[config.mk]
export PLATFORM = sky130hd
export DESIGN_NAME = rtc_irq_square_wave_pin_trim
export DESIGN_NICKNAME = d
export VERILOG_FILES = /design/src/inc/rtcit_pkg.sv /design/src/inc/rtcit_clk_if.sv /design/src/rtcit_square_wave_pin.sv /design/src/rtc_irq_square_wave_pin_trim.sv
export SDC_FILE = /design/constraint.sdc
export NUM_CORES = 1
export LEC_CHECK = 0
export ABC_CLOCK_PERIOD_IN_PS = 4000
export BUFFER_PORTS_ARGS = -buffer_cell sky130_fd_sc_hd__buf_2
export CELL_PAD_IN_SITES_DETAIL_PLACEMENT = 1
export CELL_PAD_IN_SITES_GLOBAL_PLACEMENT = 1
export CORE_ASPECT_RATIO = 0.7
export CORE_MARGIN = 4
export CORE_UTILIZATION = 40
export CTS_CLUSTER_SIZE = 20
export DETAILED_ROUTE_END_ITERATION = 12
export GPL_ROUTABILITY_DRIVEN = 0
export PLACE_DENSITY_LB_ADDON = 0.1
export SLEW_MARGIN = 20
export SYNTH_ARGS = -nofsm -noshare
export SYNTH_HDL_FRONTEND = slang
export SYNTH_SLANG_ARGS = --single-unit
[constraint.sdc]
create_clock -name core_clk -period 4 [get_ports core_clk]
set_input_delay 0.4 -clock core_clk [delete_from_list [all_inputs] [get_ports core_clk]]
set_output_delay 0.4 -clock core_clk [all_outputs]
set_load 0.01 [all_outputs]
[src/inc/rtcit_pkg.sv]
// Constants shared by the interrupt, square-wave and trim logic.
// Assumes a 32.768 kHz oscillator level sampled on the 20 MHz core clock.
package rtcit_pkg;

    // ==================================================================
    // Register map
    localparam logic [7:0] CTRL2_ADDR = 8'h01;
    localparam logic [7:0] TRIM_ADDR  = 8'h02;
    localparam logic [7:0] CTRL2_RST  = 8'h00;
    localparam logic [7:0] TRIM_RST   = 8'h00;

    localparam int ALARM_IE_BIT = 7;
    localparam int ALARM_F_BIT  = 6;
    localparam int MIN_EN_BIT   = 5;
    localparam int HALF_EN_BIT  = 4;
    localparam int TIMER_F_BIT  = 3;
    localparam int SEL_MSB      = 2;
    localparam int MODE_BIT     = 7;
    localparam int TRIM_MSB     = 6;

    // ==================================================================
    // Square-wave select codes
    localparam logic [2:0] SEL_32K  = 3'h0;
    localparam logic [2:0] SEL_16K  = 3'h1;
    localparam logic [2:0] SEL_8K   = 3'h2;
    localparam logic [2:0] SEL_4K   = 3'h3;
    localparam logic [2:0] SEL_2K   = 3'h4;
    localparam logic [2:0] SEL_1K   = 3'h5;
    localparam logic [2:0] SEL_1HZ  = 3'h6;
    localparam logic [2:0] SEL_OFF  = 3'h7;

    // ==================================================================
    // Timing, counted in oscillator periods
    localparam int OSC_HZ         = 32768;
    localparam int PULSE_NORM_DIV = 64;    // Pulse of 1/64 s
    localparam int PULSE_FAST_DIV = 1024;  // Pulse of 1/1024 s
    localparam int BURST_DIV      = 512;   // Repeat spacing of 1/512 s
    localparam logic [9:0] PULSE_NORM_TICKS = 10'(OSC_HZ / PULSE_NORM_DIV);
    localparam logic [9:0] PULSE_FAST_TICKS = 10'(OSC_HZ / PULSE_FAST_DIV);
    localparam logic [9:0] BURST_TICKS      = 10'(OSC_HZ / BURST_DIV);

    // Prescaler stage where a correction step lands, per trim mode
    localparam int STEP_NORM_BIT = 9;      // One 64 Hz period
    localparam int STEP_FAST_BIT = 5;      // One 1024 Hz period
    localparam int PRESC_W       = 15;

    localparam logic [5:0] SEC_LAST   = 6'h3B;
    localparam logic [5:0] SEC_HALF   = 6'h1D;
    localparam logic [5:0] SEC_BURST  = 6'h3A;
    localparam logic [5:0] MIN_LAST   = 6'h3B;
    localparam logic [1:0] FAST_SLOT  = 2'h3;

    typedef enum logic [1:0] {
        TRIM_IDLE  = 2'b00,
        TRIM_MIN   = 2'b01,
        TRIM_SEC   = 2'b10,
        TRIM_BURST = 2'b11
    } rtcit_trim_e;

endpackage

[src/inc/rtcit_clk_if.sv]
// Bundle between the core and the square-wave output stage.
// Assumes both ends run on core_clk.
`timescale 1ns/1ps
interface rtcit_clk_if;
    logic        oscLevel;
    logic [14:0] presc;
    logic [2:0]  select;
    logic        hold;
    logic        gate;
    logic        squareOut;

    modport core  (output oscLevel, presc, select, hold, gate, input squareOut);
    modport stage (input oscLevel, presc, select, hold, gate, output squareOut);
endinterface

[src/rtcit_square_wave_pin.sv]
// Square-wave output stage: picks a prescaler tap and registers it.
// Assumes the prescaler taps are already registered in the core.
`timescale 1ns/1ps
module rtcit_square_wave_pin (
    input wire logic   core_clk,
    input wire logic   nrst,
    rtcit_clk_if.stage clkIf
);
    logic squareOut_q;
    logic squareOut_d;
    logic tap;

    // ==================================================================
    // Tap selection
    always_comb begin
        case (clkIf.select)
            rtcit_pkg::SEL_32K: tap = clkIf.oscLevel;
            rtcit_pkg::SEL_16K: tap = clkIf.presc[0];
            rtcit_pkg::SEL_8K:  tap = clkIf.presc[1];
            // Stoppable taps are forced low while the prescaler is held
            rtcit_pkg::SEL_4K:  tap = clkIf.presc[2] & ~clkIf.hold;
            rtcit_pkg::SEL_2K:  tap = clkIf.presc[3] & ~clkIf.hold;
            rtcit_pkg::SEL_1K:  tap = clkIf.presc[4] & ~clkIf.hold;
            // Top stage carries the trim steps, so this rate wanders
            rtcit_pkg::SEL_1HZ: tap = clkIf.presc[14] & ~clkIf.hold;
            default:            tap = 1'b0;
        endcase
        // Divider taps are flip-flop bits, hence even duty
        squareOut_d = tap & clkIf.gate;
    end

    always_ff @(posedge core_clk or negedge nrst) begin
        if (!nrst) begin
            squareOut_q <= 1'b0;
        end else begin
            squareOut_q <= squareOut_d;
        end
    end

    assign clkIf.squareOut = squareOut_q;
endmodule

[src/rtc_irq_square_wave_pin_trim.sv]
// Interrupt flags, periodic pulses, square-wave output and frequency trim.
// Assumes decoded serial-bus register accesses and calendar counters as inputs,
// all synchronous to core_clk; the oscillator arrives as a sampled level.
`timescale 1ns/1ps

// Overview of operation
// - Alarm enable gates alarm flag onto interrupt.
// - Alarm event sets sticky alarm flag.
// - Flag writes AND with current value.
// - Periodic pulses last 1/64 second.
// - First periodic pulse follows seconds alignment.
// - Enables select none, minute, or half-minute.
// - Periodic timers follow calendar seconds count.
// - Trim steps stretch or shrink periodic intervals.
// - Timer events set the sticky timer flag.
// - Pulse mode pulses every event; countdown repeats.
// - Level mode follows flag; countdown stops.
// - Select code chooses square-wave frequency.
// - Code 111 or low gate drive low.
// - Output enabled at 32 kHz after reset.
// - Prescaler hold forces slow taps low.
// - Divided taps have even duty cycle.
// - One hertz tap carries trim steps.
// - Mode bit picks two-hour or four-minute trim.
// - Trim value is seven-bit two's complement.
// - Trim adds or removes prescaler counts.
// - Correction pulses appear on interrupt when enabled.
// - Normal mode: one step per minute.
// - Coarse mode: per second, excess in 59th.
module rtc_irq_square_wave_pin_trim #(
    parameter int PRESC_BITS = 15,
    parameter int PULSE_W    = 10
) (
    input  wire logic       core_clk,
    input  wire logic       nrst,
    input  wire logic       softReset,
    input  wire logic [7:0] regAddr,
    input  wire logic       regWrStb,
    input  wire logic [7:0] regWrData,
    output logic      [7:0] regRdData,
    input  wire logic       oscLevel,
    input  wire logic       prescHold,
    input  wire logic       squareWaveGatePin,
    input  wire logic [5:0] calSeconds,
    input  wire logic [5:0] calMinutes,
    input  wire logic [4:0] calHours,
    input  wire logic       alarmMatch,
    input  wire logic       countdownExpire,
    input  wire logic       countdownIrqEnable,
    input  wire logic       pulseOrLevelSelect,
    input  wire logic       trimPulseIrqEnable,
    output logic            intPinN,
    output logic            squareWavePin,
    output logic            secondTick,
    output logic            countdownRepeat
);
    if (PRESC_BITS != rtcit_pkg::PRESC_W) begin : g_chk_presc
        $error("Prescaler width must be 15");
    end
    if (PULSE_W < 10) begin : g_chk_pulse
        $error("Pulse counter must hold at least 10 bits");
    end

    // ==================================================================
    // Helpers
    function automatic logic [PULSE_W-1:0] tickDown(input logic [PULSE_W-1:0] cnt,
                                                   input logic               rise);
        tickDown = (rise && cnt != '0) ? cnt - 1'b1 : cnt;
    endfunction

    function automatic logic [PULSE_W-1:0] widen(input logic [9:0] ticks);
        widen = PULSE_W'(ticks);
    endfunction

    // ==================================================================
    // State
    logic [7:0]              ctrl_q, ctrl_d;
    logic [7:0]              trim_q, trim_d;
    logic [7:0]              rdData_q, rdData_d;
    logic                    oscPrev_q, oscPrev_d;
    logic [PRESC_BITS-1:0]   presc_q, presc_d;
    logic                    topPrev_q, topPrev_d;
    logic                    secTick_q, secTick_d;
    logic [PULSE_W-1:0]      timerPulse_q, timerPulse_d;
    logic [PULSE_W-1:0]      corrPulse_q, corrPulse_d;
    logic [PULSE_W-1:0]      spacing_q, spacing_d;
    logic [6:0]              remain_q, remain_d;
    rtcit_pkg::rtcit_trim_e  trimSt_q, trimSt_d;
    logic                    intN_q, intN_d;
    logic                    repeat_q, repeat_d;

    logic                    oscRise;
    logic                    topRise;
    logic                    minuteEdge;
    logic                    halfEdge;
    logic                    periodicEvt;
    logic                    timerEvt;
    logic                    ctrlWr;
    logic                    trimWr;
    logic                    coarse;
    logic                    trimNeg;
    logic [6:0]              trimMag;
    logic                    trigger;
    logic                    applyStep;
    logic [PRESC_BITS:0]     stepSize;
    logic [PRESC_BITS:0]     prescSum;
    logic                    alarmIrq;
    logic                    timerIrq;
    logic                    corrIrq;

    rtcit_clk_if clkIf ();

    // ==================================================================
    // Event decode
    assign oscRise    = oscLevel & ~oscPrev_q;
    assign topRise    = presc_q[PRESC_BITS-1] & ~topPrev_q;
    // Pulses ride on the calendar's own second boundaries
    assign minuteEdge = secTick_q && calSeconds == rtcit_pkg::SEC_LAST;
    assign halfEdge   = secTick_q && (calSeconds == rtcit_pkg::SEC_LAST ||
                                      calSeconds == rtcit_pkg::SEC_HALF);
    // First pulse lands on the next boundary, up to one period out
    assign periodicEvt = (ctrl_q[rtcit_pkg::HALF_EN_BIT] & halfEdge) |
                         (ctrl_q[rtcit_pkg::MIN_EN_BIT] & minuteEdge);
    assign timerEvt   = periodicEvt | countdownExpire;
    assign ctrlWr     = regWrStb && regAddr == rtcit_pkg::CTRL2_ADDR;
    assign trimWr     = regWrStb && regAddr == rtcit_pkg::TRIM_ADDR;
    assign coarse     = trim_q[rtcit_pkg::MODE_BIT];
    assign trimNeg    = trim_q[rtcit_pkg::TRIM_MSB];
    // -64 has magnitude 64, which still fits seven bits
    assign trimMag    = trimNeg ? 7'(-trim_q[6:0]) : trim_q[6:0];

    // Normal mode starts at minute 00 of even hours, coarse every 4 minutes
    assign trigger = minuteEdge && trimMag != 7'h00 &&
                     (coarse ? calMinutes[1:0] == rtcit_pkg::FAST_SLOT
                             : (calMinutes == rtcit_pkg::MIN_LAST && calHours[0]));

    // ==================================================================
    // Trim sequencer
    always_comb begin
        trimSt_d  = trimSt_q;
        remain_d  = remain_q;
        spacing_d = tickDown(spacing_q, oscRise);
        applyStep = 1'b0;
        case (trimSt_q)
            rtcit_pkg::TRIM_IDLE: begin
                if (trigger) begin
                    applyStep = 1'b1;
                    remain_d  = trimMag - 7'h01;
                    trimSt_d  = coarse ? rtcit_pkg::TRIM_SEC : rtcit_pkg::TRIM_MIN;
                end
            end
            rtcit_pkg::TRIM_MIN: begin
                if (remain_q == 7'h00) begin
                    trimSt_d = rtcit_pkg::TRIM_IDLE;
                end else if (minuteEdge) begin
                    applyStep = 1'b1;
                    remain_d  = remain_q - 7'h01;
                end
            end
            rtcit_pkg::TRIM_SEC: begin
                if (remain_q == 7'h00) begin
                    trimSt_d = rtcit_pkg::TRIM_IDLE;
                end else if (secTick_q) begin
                    applyStep = 1'b1;
                    remain_d  = remain_q - 7'h01;
                    if (calSeconds == rtcit_pkg::SEC_BURST) begin
                        spacing_d = widen(rtcit_pkg::BURST_TICKS);
                        trimSt_d  = rtcit_pkg::TRIM_BURST;
                    end
                end
            end
            rtcit_pkg::TRIM_BURST: begin
                if (remain_q == 7'h00) begin
                    trimSt_d = rtcit_pkg::TRIM_IDLE;
                end else if (spacing_q == '0) begin
                    applyStep = 1'b1;
                    remain_d  = remain_q - 7'h01;
                    spacing_d = widen(rtcit_pkg::BURST_TICKS);
                end
            end
            default: begin
                trimSt_d = rtcit_pkg::TRIM_IDLE;
            end
        endcase
    end

    // ==================================================================
    // Prescaler, registers, interrupt
    always_comb begin
        // Steps change the count, never the oscillator
        stepSize = (PRESC_BITS+1)'(1) << (coarse ? rtcit_pkg::STEP_FAST_BIT
                                                  : rtcit_pkg::STEP_NORM_BIT);
        prescSum = {1'b0, presc_q} + (PRESC_BITS+1)'(oscRise);
        if (applyStep) begin
            prescSum = trimNeg ? prescSum - stepSize : prescSum + stepSize;
        end
        oscPrev_d = oscLevel;
        topPrev_d = presc_q[PRESC_BITS-1];
        secTick_d = topRise;
        presc_d   = prescSum[PRESC_BITS-1:0];
        if (prescHold) begin
            // Only the two fastest stages keep running while held
            presc_d = {{(PRESC_BITS-2){1'b0}}, presc_q[1:0] + {1'b0, oscRise}};
        end

        ctrl_d = ctrl_q;
        trim_d = trim_q;
        if (ctrlWr) begin
            ctrl_d = regWrData;
            // Flags can only be knocked down by a write
            ctrl_d[rtcit_pkg::ALARM_F_BIT] = regWrData[rtcit_pkg::ALARM_F_BIT] &
                                             ctrl_q[rtcit_pkg::ALARM_F_BIT];
            ctrl_d[rtcit_pkg::TIMER_F_BIT] = regWrData[rtcit_pkg::TIMER_F_BIT] &
                                             ctrl_q[rtcit_pkg::TIMER_F_BIT];
        end
        if (trimWr) begin
            trim_d = regWrData;
        end
        // Set after the write so a coincident event is never lost
        if (alarmMatch) begin
            ctrl_d[rtcit_pkg::ALARM_F_BIT] = 1'b1;
        end
        if (timerEvt) begin
            ctrl_d[rtcit_pkg::TIMER_F_BIT] = 1'b1;
        end
        if (softReset) begin
            ctrl_d = rtcit_pkg::CTRL2_RST;
            trim_d = rtcit_pkg::TRIM_RST;
        end

        case (regAddr)
            rtcit_pkg::CTRL2_ADDR: rdData_d = ctrl_q;
            rtcit_pkg::TRIM_ADDR:  rdData_d = trim_q;
            default:               rdData_d = 8'h00;
        endcase

        timerPulse_d = tickDown(timerPulse_q, oscRise);
        if (timerEvt) begin
            timerPulse_d = widen(rtcit_pkg::PULSE_NORM_TICKS);
        end
        corrPulse_d = tickDown(corrPulse_q, oscRise);
        if (applyStep && trimPulseIrqEnable) begin
            corrPulse_d = coarse ? widen(rtcit_pkg::PULSE_FAST_TICKS)
                                 : widen(rtcit_pkg::PULSE_NORM_TICKS);
        end

        alarmIrq = ctrl_q[rtcit_pkg::ALARM_IE_BIT] & ctrl_q[rtcit_pkg::ALARM_F_BIT];
        if (pulseOrLevelSelect) begin
            timerIrq = timerPulse_q != '0;
        end else begin
            timerIrq = ctrl_q[rtcit_pkg::TIMER_F_BIT] &
                       (ctrl_q[rtcit_pkg::MIN_EN_BIT] | ctrl_q[rtcit_pkg::HALF_EN_BIT] |
                        countdownIrqEnable);
        end
        corrIrq    = corrPulse_q != '0;
        intN_d     = ~(alarmIrq | timerIrq | corrIrq);
        repeat_d   = pulseOrLevelSelect;
    end

    always_ff @(posedge core_clk or negedge nrst) begin
        if (!nrst) begin
            ctrl_q       <= rtcit_pkg::CTRL2_RST;
            trim_q       <= rtcit_pkg::TRIM_RST;
            rdData_q     <= 8'h00;
            oscPrev_q    <= 1'b0;
            presc_q      <= '0;
            topPrev_q    <= 1'b0;
            secTick_q    <= 1'b0;
            timerPulse_q <= '0;
            corrPulse_q  <= '0;
            spacing_q    <= '0;
            remain_q     <= 7'h00;
            trimSt_q     <= rtcit_pkg::TRIM_IDLE;
            intN_q       <= 1'b1;
            repeat_q     <= 1'b0;
        end else begin
            ctrl_q       <= ctrl_d;
            trim_q       <= trim_d;
            rdData_q     <= rdData_d;
            oscPrev_q    <= oscPrev_d;
            presc_q      <= presc_d;
            topPrev_q    <= topPrev_d;
            secTick_q    <= secTick_d;
            timerPulse_q <= timerPulse_d;
            corrPulse_q  <= corrPulse_d;
            spacing_q    <= spacing_d;
            remain_q     <= remain_d;
            trimSt_q     <= trimSt_d;
            intN_q       <= intN_d;
            repeat_q     <= repeat_d;
        end
    end

    // ==================================================================
    // Square-wave stage
    assign clkIf.oscLevel = oscLevel;
    assign clkIf.presc    = presc_q;
    assign clkIf.select   = ctrl_q[rtcit_pkg::SEL_MSB:0];
    assign clkIf.hold     = prescHold;
    assign clkIf.gate     = squareWaveGatePin;

    rtcit_square_wave_pin u_square_wave_pin (
        .core_clk (core_clk),
        .nrst     (nrst),
        .clkIf    (clkIf)
    );

    assign regRdData       = rdData_q;
    assign intPinN         = intN_q;
    assign squareWavePin   = clkIf.squareOut;
    assign secondTick      = secTick_q;
    assign countdownRepeat = repeat_q;
endmodule

==> results of run 1 <==
## kinds of logic (layout without fill, tap and decap cells)
| logic type | after synthesis | in the layout | share of synthesized area (%) |
|---|---|---|---|
| mux | 14 | 14 | 3.19 |
| flops | 84 | 84 | 43.2 |
| compound gates | 99 | 99 | 14.6 |
| buf+inv | 39 | 90 | 3.55 |
| xor+xnor | 47 | 47 | 8.45 |
| fa+ha+maj | 18 | 18 | 4.62 |
| simple gates | 213 | 213 | 22.4 |
## flip-flops by register name, summed over array words and instances, names as in the netlist, 7 cells and up
| register | count |
|---|---|
| clkIf.presc | 15 |
| corrPulse_q | 10 |
| ctrl_q | 8 |
| regRdData | 8 |
| remain_q | 7 |
| spacing_q | 10 |
| timerPulse_q | 10 |
| trim_q | 8 |
## cells in the mapped netlist, types with 7 or more instances
library cell	number	share of area, %
mux2i_1	11	2.3
nand3_1	31	3.2
xor2_1	27	4.9
xnor2_1	20	3.6
nor2b_1	8	1.0
dfrtp_1	83	43
o21ai_0	13	1.3
nand2b_1	7	0.90
a22o_1	8	1.4
clkbuf_1	18	1.4
inv_1	16	1.2
nor2_1	59	4.5
nand2_1	46	3.5
nor3_1	10	1.0
ha_1	18	4.6
a21oi_1	37	3.8
or3_1	9	1.2
a211oi_2	8	2.1
## area by class of cell
cell class / instances / area [um^2]
fill: 1383 / 6230
multi-input combinational: 391 / 2600
sequential: 84 / 2100
timing repair buffer: 59 / 315
clock buffer: 12 / 256
tap: 157 / 196
inverter: 16 / 60.1
clock inverter: 3 / 46.3
## layer usage
layer  GRT usage (%)  vias up  share of wire (%)  wire [um]
met1            26.7     1987                 50       6340
li1                -     1900                  -          -
met5               0        -                  0          0
met3            4.38       12                3.9        497
met2            31.1       69                 45       5720
met4            4.84        0                1.2        148
## stage by stage
step | power, mW | setup WS [ps] | hold slack (ps)
finish | 2.31 | 569 | 149
global route | 2.45 | 211 | 192
CTS | 2.34 | 504 | 182
detailed placement | 1.46 | 422 | 399
global placement | 1.43 | 483 | 383
floorplan | 1.34 | 866 | 104
## power by group through the flow
stage               clock (mW)  combinational (mW)  sequential, mW
floorplan                    0               0.258            1.08
global placement             0               0.338            1.09
detailed placement           0               0.356            1.11
CTS                      0.888               0.362            1.09
global route             0.926               0.411            1.11
finish                   0.865               0.355            1.09
## critical path: stages (launching register included)
cell and delay (ps):
dfrtp_1 350, nand2b_1 220, inv_1 150, ha_1 200
ha_1 190, and2_1 200, nand3_1 110, xnor2_1 200
ha_1 300, a21o_1 200, a2111oi_0 390, a21oi_1 130
a211oi_1 260, xnor2_1 160, a21oi_1 90, nor3_1 180
## worst max path at each step
stage / endpoint / depth (start not counted)
final: clkIf.presc[14] / 15
after global routing: clkIf.presc[14] / 15
after CTS: clkIf.presc[14] / 15
after detailed placement: clkIf.presc[14] / 16
after global placement: clkIf.presc[14] / 16
after floorplan: clkIf.presc[14] / 16
==> key figures, run 1 <==
Status
  – Status: finished clean

STA
  – Final Hold Violating Endpoints: 0
  – Slew HR: 41.9%
  – Slew Viols, Final: 0
  – Setup tns final: 0 ps
  – Fmax: 292 MHz
  – Worst-Margin Slew: 872 ps
  – Final setup fails: 0
  – Clk_skew: 11.2 ps
  – Crit share post-route: 85.8%
  – Unrepaired setup endpoints after global routing: false
  – Crit path time final: 3430 ps

Floorplanning
  – Num rows: 33
  – CORE AREA: around 12,000 um^2
  – IO Pins: 57
  – Initial Utilization: 41.2%
  – DIE WIDTH: 140 um
  – Die footprint: 14,000 um^2
  – Die Ht: around 100 um

Drt
  – Vias per cell: 5.50
  – Number of DRC markers in iteration 0: roughly 140
  – DR vias: 3,968
  – Final wirelength: 12.7 mm
  – DRC violations left: 0
  – First-pass iteration count of the detailed router: 4
  – Post-route ant nets: 0
  – Drt wl/cell: 17.6 um

Clock tree
  – Post-cts resize count: 0
  – Worst skew pair latency: 350 ps
  – Num CTS Buffers: 9
  – H-Tree Depth: 3
  – Clock Tree Buf Depth: 2
  – CTS tree: yes
  – Root buf cell: clkbuf_16
  – Reg clk slew, reported paths: approximately 60 ps
  – Clock sinks: 84
  – Post-CTS setup buffer count: 0
  – Cts hold-fix bufs: 0

Yosys
  – Async SR Flop Fraction: 100%
  – Post-synth EDFFs: 0
  – Yosys warnings: 0
  – Most used DFF post-synth: dfrtp_1
  – FF+latch count, synth: 84
  – Post-Syn Nets: between 500 and 600
  – Syn_area_per_cell: ~9.5 um^2
  – Yosys cell types: 60
  – Post-synthesis sequential area ratio: 43.2%
  – Synth Cell Area: 4870 um^2
  – Post-Syn Instances: 514

Pwr
  – Net Sw Power: 0.656 mW
  – Worst IR Drop VDD: 0.229 mV
  – Int Pwr: 1.66 mW
  – Sequential Power Share: 47.3%
  – Gate power share: 15.4%
  – Clock power frac: 37.4%
  – Leak pwr: 2.49 nW
  – Switching part of the total: 28.4%
  – Power Density: 414 nW/um^2

Final layout
  – Share of cells above drive strength 1: 17.9%
  – Non-Filler Instances: 722
  – Ant. Diodes: 0
  – Synthesis-to-layout area growth: 14.6%
  – Post-route cell area: 5580 um^2
  – Most frequent cells in the layout: dfrtp_1, nor2_1, buf_2
  – Final-stage net count: 624
  – Fin util: 47.3%
  – Most common cell after layout, fill and taps aside: dfrtp_1

Critical path
  – Reg2reg start: oscPrev_q
  – Worst R2R Setup Slack: 570 ps
  – Crit path launch type: register
  – Critical Path Fanout Max: 4
  – Crit Reg-Reg Endpoint: clkIf.presc[14]
  – Worst Setup SP: oscPrev_q
  – CP required: 4260 ps
  – Cells on worst reg2reg path: 15
  – WP data arrival: 3690 ps
  – CP Class: reg -> reg
  – Worst setup EP type: register

Placement
  – Post-DP Area: approximately 5300 um^2
  – DP Wirelength: roughly 9 mm
  – Dpl cells: 707
  – Port buffer count: between 50 and 60

Global routing
  – Vias in the first global route: 4,228
  – Largest net degree at the start of global routing: 65
  – GRT Overall Usage: between 10% and 20%
  – Global route overflow: 0
  – Antenna violations before repair: 0
  – Global-route wire length before repair: 21.9 mm

Run
  – MaxCap Viol Count: 0

Min path
  – Min-Delay Path Class: in -> async
(Power assumes the default switching activity.)
==> inputs of run 2 (changes only) <==
- PLACE_DENSITY: unset -> 0.72
- PLACE_DENSITY_LB_ADDON: 0.1 -> unset
==> run 2 against run 1 <==
Compared with the run above: worst hold slack worse by 51 ps; maximum frequency down 3.0%; combinational power up 1%; core utilization down 0.064 points; largest cell class unchanged; critical path type unchanged; flip-flop and latch count unchanged; non-clock buffer count down 1; via count down 1.2%; cell count unchanged; setup slack worse by 110 ps; sequential share of layout area up 0.051 points.
==> key figures, run 2 (same netlist as run 1, synthesis figures left out) <==
Status
  – Status: finished clean

Drt
  – Vias per cell: 5.43
  – Drt wl/cell: 17.5 um
  – First-pass iteration count of the detailed router: 4
  – Final wirelength: 12.6 mm
  – Number of DRC markers in iteration 0: 194
  – DR vias: just under 4,000
  – DRC violations left: 0
  – Post-route ant nets: 0

STA
  – Slew Viols, Final: 0
  – Final Hold Violating Endpoints: 0
  – Final setup fails: 0
  – Slew HR: 42.0%
  – Unrepaired setup endpoints after global routing: false
  – Fmax: 283 MHz
  – Crit path time final: ~3500 ps
  – Clk_skew: 10.0 ps
  – Setup tns final: 0 ps
  – Crit share post-route: 88.4%
  – Worst-Margin Slew: 867 ps

Clock tree
  – Clock Tree Buf Depth: 2
  – H-Tree Depth: 3
  – Clock sinks: 84
  – Num CTS Buffers: 9
  – Post-cts resize count: 0
  – Post-CTS setup buffer count: 0
  – Root buf cell: clkbuf_16
  – Cts hold-fix bufs: 0
  – Worst skew pair latency: 340 ps
  – CTS tree: yes
  – Reg clk slew, reported paths: 60 ps

Global routing
  – Global-route wire length before repair: about 22 mm
  – Global route overflow: 0
  – Largest net degree at the start of global routing: 53
  – Vias in the first global route: 4,334
  – Antenna violations before repair: 0
  – GRT Overall Usage: 19.3%

Critical path
  – Crit Reg-Reg Endpoint: clkIf.presc[14]
  – Crit-path max cell delay: roughly 440 ps
  – CP required: 4260 ps
  – CP max-delay cell: a2111oi_0
  – Worst R2R Setup Slack: 460 ps
  – Most Frequent Cell on Critical Path: ha_1
  – Worst path top cell family by delay: compound AO/OA/AOI/OAI gates
  – Worst setup EP type: register
  – Critical Path Fanout Max: 3
  – CP Class: reg -> reg
  – Cells on worst reg2reg path: 15
  – CP bufs+invs: 1
  – Ordered cell list for the critical path: nand2b_1 > inv_1 > ha_1 > ha_1 > and2_1 > nand3_1 > xnor2_1 > ha_1 > a21o_1 > a2111oi_0 > a21oi_1 > a211oi_1 > xnor2_1 > a21oi_1 > nor3_1
  – WP data arrival: 3790 ps
  – Crit path launch type: register
  – Reg2reg start: oscPrev_q

Final layout
  – Ant. Diodes: 0
  – Max FFs per register: 15
  – Fin util: between 40% and 50%
  – Final-stage net count: 623
  – Share of cells above drive strength 1: 17.9%
  – Synthesis-to-layout area growth: 14.5%
  – Most frequent cells in the layout: dfrtp_1, nor2_1, buf_2
  – Most common cell after layout, fill and taps aside: dfrtp_1

Pwr
  – Power Density: 413 nW/um^2
  – Worst IR Drop VDD: 0.205 mV
  – Gate power share: 15.6%
  – Switching part of the total: 28.6%
  – Net Sw Power: 0.658 mW
  – Clock power frac: 36.8%
  – Sequential Power Share: 47.6%
  – Leak pwr: 2.49 nW
  – Int Pwr: 1.64 mW

Floorplanning
  – CORE AREA: 11,800 um^2
  – Num rows: 33
  – DIE WIDTH: 140 um
  – IO Pins: 57
  – Die Ht: 100 um
  – Initial Utilization: 41.2%
  – Die footprint: 14,000 um^2

Run
  – MaxCap Viol Count: 0

Placement
  – DP Wirelength: 9.34 mm
  – Port buffer count: between 50 and 60

Min path
  – Min-Delay Path Class: in -> async
run 2: how the worst max path moves through the flow:
stage / start / to / slack (ps) / cells past startpoint
6_report: oscPrev_q / clkIf.presc[14] / 460 / 15
5_1_grt: oscPrev_q / clkIf.presc[14] / 70 / 15
4_1_cts: oscPrev_q / clkIf.presc[14] / 480 / 15
3_5_place_dp: oscLevel / clkIf.presc[14] / 430 / 16
3_3_place_gp: oscLevel / clkIf.presc[14] / 560 / 16
2_1_floorplan: oscPrev_q / clkIf.presc[14] / 870 / 16
run 2: area by class of cell:
class | instances | area [um^2]
Fill cell | 1392 | 6230
Sequential cell | 84 | 2100
Inverter | 16 | 60.1
Multi-Input combinational cell | 391 | 2600
Timing Repair Buffer | 58 | 308
Clock buffer | 11 | 243
Clock inverter | 5 | 60.1
Tap cell | 157 | 196
run 2: through the flow:
step / cell area, um^2 / cells / setup WS, ps / power (mW) / hold slack [ps]
3_3_place_gp: 5270 / 706 / 558 / 1.43 / 385
3_5_place_dp: 5270 / 706 / 428 / 1.47 / 404
2_1_floorplan: 4870 / 514 / 866 / 1.34 / 104
5_1_grt: 5570 / 722 / 67.3 / 2.44 / 157
4_1_cts: 5570 / 722 / 480 / 2.33 / 131
6_report: 5570 / 722 / 463 / 2.30 / 97.6
run 2: power groups by stage:
stage               registers, mW  clock network [mW]  logic, mW
CTS                          1.10               0.870      0.367
global route                 1.11               0.907      0.419
detailed placement           1.11                   0      0.362
global placement             1.10                   0      0.332
finish                       1.10               0.848      0.359
floorplan                    1.08                   0      0.258
run 2: metal layers:
layer / routed length (um) / global-route usage, % / part of all wire, %
met3: 405 / 3.71 / 3.2
met1: 6320 / 28.0 / 50
met2: 5790 / 30.7 / 46
met4: 98 / 3.50 / 0.78
met5: 0 / 0 / 0
==> inputs of run 3 (changes only) <==
--- a/config.mk
+++ b/config.mk
@@ -11,5 +11,4 @@
 export CELL_PAD_IN_SITES_GLOBAL_PLACEMENT = 1
 export CORE_ASPECT_RATIO = 0.7
-export CORE_MARGIN = 4
 export CORE_UTILIZATION = 40
 export CTS_CLUSTER_SIZE = 20
@@ -20,3 +19,4 @@
 export SYNTH_ARGS = -nofsm -noshare
 export SYNTH_HDL_FRONTEND = slang
+export SYNTH_HIERARCHICAL = 1
 export SYNTH_SLANG_ARGS = --single-unit
==> constraint.sdc (replaced) <==
create_clock -name core_clk -period 4 [get_ports core_clk]
set_input_delay 0.4 -clock core_clk [delete_from_list [all_inputs] [get_ports core_clk]]
set_output_delay 0.4 -clock core_clk [all_outputs]
set_load 0.1 [all_outputs]
==> run 3 against run 2 <==
Compared with the run above: setup slack gained 20 ps; combinational power grew 19%; clock power grew 11%; power grew 8.0%; synthesized cell count shrank 0.39%; via count grew 2.0%; die area shrank 10%; critical path depth is the same; clock skew shrank 2.2 ps; largest cell class unchanged.
==> key figures, run 3 <==
STA
  – Worst-Margin Slew: 764 ps
  – Slew HR: between 40 and 50%
  – Unrepaired setup endpoints after global routing: false
  – Fmax: between 200 and 300 MHz
  – Crit path time final: 3520 ps
  – Final setup fails: 0
  – Final Hold Violating Endpoints: 0
  – Slew Viols, Final: 0
  – Crit share post-route: 87.9%
  – Setup tns final: 0 ps
  – Clk_skew: 7.80 ps

Clock tree
  – CTS tree: yes
  – Cts hold-fix bufs: 0
  – Clock sinks: 84
  – H-Tree Depth: 3
  – Reg clk slew, reported paths: around 60 ps
  – Post-CTS setup buffer count: 0
  – Worst skew pair latency: 340 ps
  – Post-cts resize count: 0
  – Num CTS Buffers: 9
  – Root buf cell: clkbuf_16
  – Clock Tree Buf Depth: 2

Pwr
  – Gate power share: 17.3%
  – Net Sw Power: between 0.7 and 0.8 mW
  – Clock power frac: 37.8%
  – Int Pwr: 1.77 mW
  – Overall power: approximately 2.5 mW
  – Leak pwr: 2.38 nW
  – Switching part of the total: between 20 and 30%
  – Sequential Power Share: 45.0%
  – Power Density: 443 nW/um^2
  – Worst IR Drop VDD: ~0.26 mV

Drt
  – Drt wl/cell: 17.2 um
  – Final wirelength: 12.5 mm
  – DRC violations left: 0
  – DR vias: about 4,000
  – First-pass iteration count of the detailed router: 4
  – Vias per cell: 5.50
  – Number of DRC markers in iteration 0: 149
  – Post-route ant nets: 0

Floorplanning
  – IO Pins: 57
  – CORE AREA: 11,800 um^2
  – Initial Utilization: 41.2%
  – Die Ht: 94.1 um
  – Die footprint: 12,600 um^2
  – DIE WIDTH: 134 um
  – Num rows: 33

Final layout
  – Ant. Diodes: 0
  – Final-stage net count: 627
  – Share of cells above drive strength 1: 17.7%
  – Fill cell count: 1,354
  – Most common cell after layout, fill and taps aside: dfrtp_1
  – Most frequent cells in the layout: dfrtp_1, nor2_1, buf_2
  – Area of the multi-input gates: 2580 um^2
  – Max FFs per register: 15
  – Synthesis-to-layout area growth: 15.9%
  – Reg area: 2100 um^2

Yosys
  – Count leader, synth: dfrtp_1
  – FF+latch count, synth: 84
  – Leading post-synthesis cells by cell area: dfrtp_1, nor2_1, ha_1, xnor2_1, nand2_1
  – Synth Area in Simple Gates: 22.3%
  – Post-Syn Instances: about 510
  – Synth Area in XOR/XNOR: between 8 and 9%
  – Async SR Flop Fraction: 100%
  – Post-synth top area cell: dfrtp_1
  – Post-synthesis mux area share: 3.02%
  – Most used DFF post-synth: dfrtp_1
  – Commonest cells in the netlist: dfrtp_1, nor2_1, nand2_1
  – Yosys warnings: 6
  – Post-synth EDFFs: 0
  – Compound-gate portion of the synthesized area: 14.9%
  – Synth Area in Adders: 4.39%
  – Post-synthesis sequential area ratio: 43.4%
  – Largest family of logic cells by synthesized area: simple AND/OR/NAND/NOR gates
  – Yosys cell types: 69
  – Post-synth top area share: between 40% and 50%
  – Syn_area_per_cell: 9.46 um^2
  – Post-Syn Nets: between 500 and 600
  – Synth Cell Area: between 4000 and 5000 um^2

Placement
  – DP Wirelength: 9.21 mm
  – Port buffer count: 52

Critical path
  – WP data arrival: 3730 ps
  – Worst setup EP type: register
  – CP required: 4210 ps
  – CP Class: reg -> reg
  – Crit path launch type: register
  – Critical Path Fanout Max: 5

Global routing
  – Global route overflow: 0
  – Largest net degree at the start of global routing: 60
  – Vias in the first global route: 4,165
  – Grt met1 use: 29.9%
  – GR Util met3: 4.37%
  – Antenna violations before repair: 0
  – Met2 GRT Util: 35.5%
  – GR peak layer: met2
  – GRT Overall Usage: 22.0%
  – Global-route wire length before repair: approximately 21 mm

Status
  – Status: finished clean

Min path
  – Min-Delay Path Class: in -> async

Run
  – MaxCap Viol Count: 0
run 3: cell count changes after synthesis, sizes merged, moves of 4 or more:
cell    change
o21ai       +5
nand3       -4
xor2        -5
buf         +4
nor3b       +4
nand2       +4
clkbuf      -9
xnor2       +4
nor3        +6
nor2b       -5
nand4       +4
inv         +4
or3         -4
run 3: cell type report:
cell class / count / area share (%)
clock inverter: 3 / 1.20
tap: 157 / 3.50
timing repair buffer: 60 / 5.75
clock buffer: 13 / 4.82
inverter: 20 / 1.34
multi-input combinational: 390 / 45.9
sequential: 84 / 37.5
run 3: worst max-delay path, cell delays in order (launching register included):
cell and delay [ps]:
dfrtp_1 350, nand2b_1 260, inv_1 140, ha_1 270, ha_1 300, and3_1 290, nand2_1 90, xnor2_1 220
ha_1 300, o21ai_0 260, a21bo_2 190, nor3b_1 40, mux2_2 260, o21ai_0 210, xnor2_1 140, nor2_1 60
run 3: power by group through the flow:
| stage | registers (mW) | logic, mW | clock network (mW) |
|---|---|---|---|
| after global placement | 1.12 | 0.404 | 0 |
| after global routing | 1.14 | 0.494 | 0.995 |
| after CTS | 1.12 | 0.436 | 0.959 |
| after detailed placement | 1.13 | 0.430 | 0 |
| final | 1.12 | 0.429 | 0.939 |
| after floorplan | 1.11 | 0.311 | 0 |
run 3: worst paths after layout:
kind                       cells after the start          startpoint               to  slack (ps)
min reg2reg                                    1           topPrev_q       secondTick         390
min                                            1                nrst  timerPulse_q[0]         130
max reg2reg                                   15           oscPrev_q  clkIf.presc[14]         480
max                                           15           oscPrev_q  clkIf.presc[14]         480
max in group asynchronous                      2                nrst        ctrl_q[7]        3020
min in group core_clk                          1  pulseOrLevelSelect  countdownRepeat         200
run 3: through the flow:
stage / utilization, % / area (um^2) / hold WS (ps) / setup slack (ps) / instances
detailed placement: 44.8 / 5270 / 392 / 402 / 711
floorplan: - / 4840 / 104 / 1130 / 512
CTS: 47.7 / 5610 / 165 / 482 / 727
finish: 47.7 / 5610 / 126 / 482 / 727
global route: 47.7 / 5610 / 195 / 208 / 727
global placement: 44.8 / 5270 / 383 / 553 / 711
run 3: per-layer routing:
layer,wire length [um],vias to the layer above
met5,0,-
met4,133,0
met3,496,11
met2,5760,75
met1,6100,1990
li1,-,1923
run 3: kinds of logic (layout without fill, tap and decap cells):
family	count (synthesis)	after routing
multiplexers	14	14
AND/OR/NAND/NOR	209	209
flip-flops	84	84
XOR/XNOR	46	46
AO/OA/AOI/OAI	104	104
buffers and inverters	38	96
adder cells (fa/ha/maj)	17	17
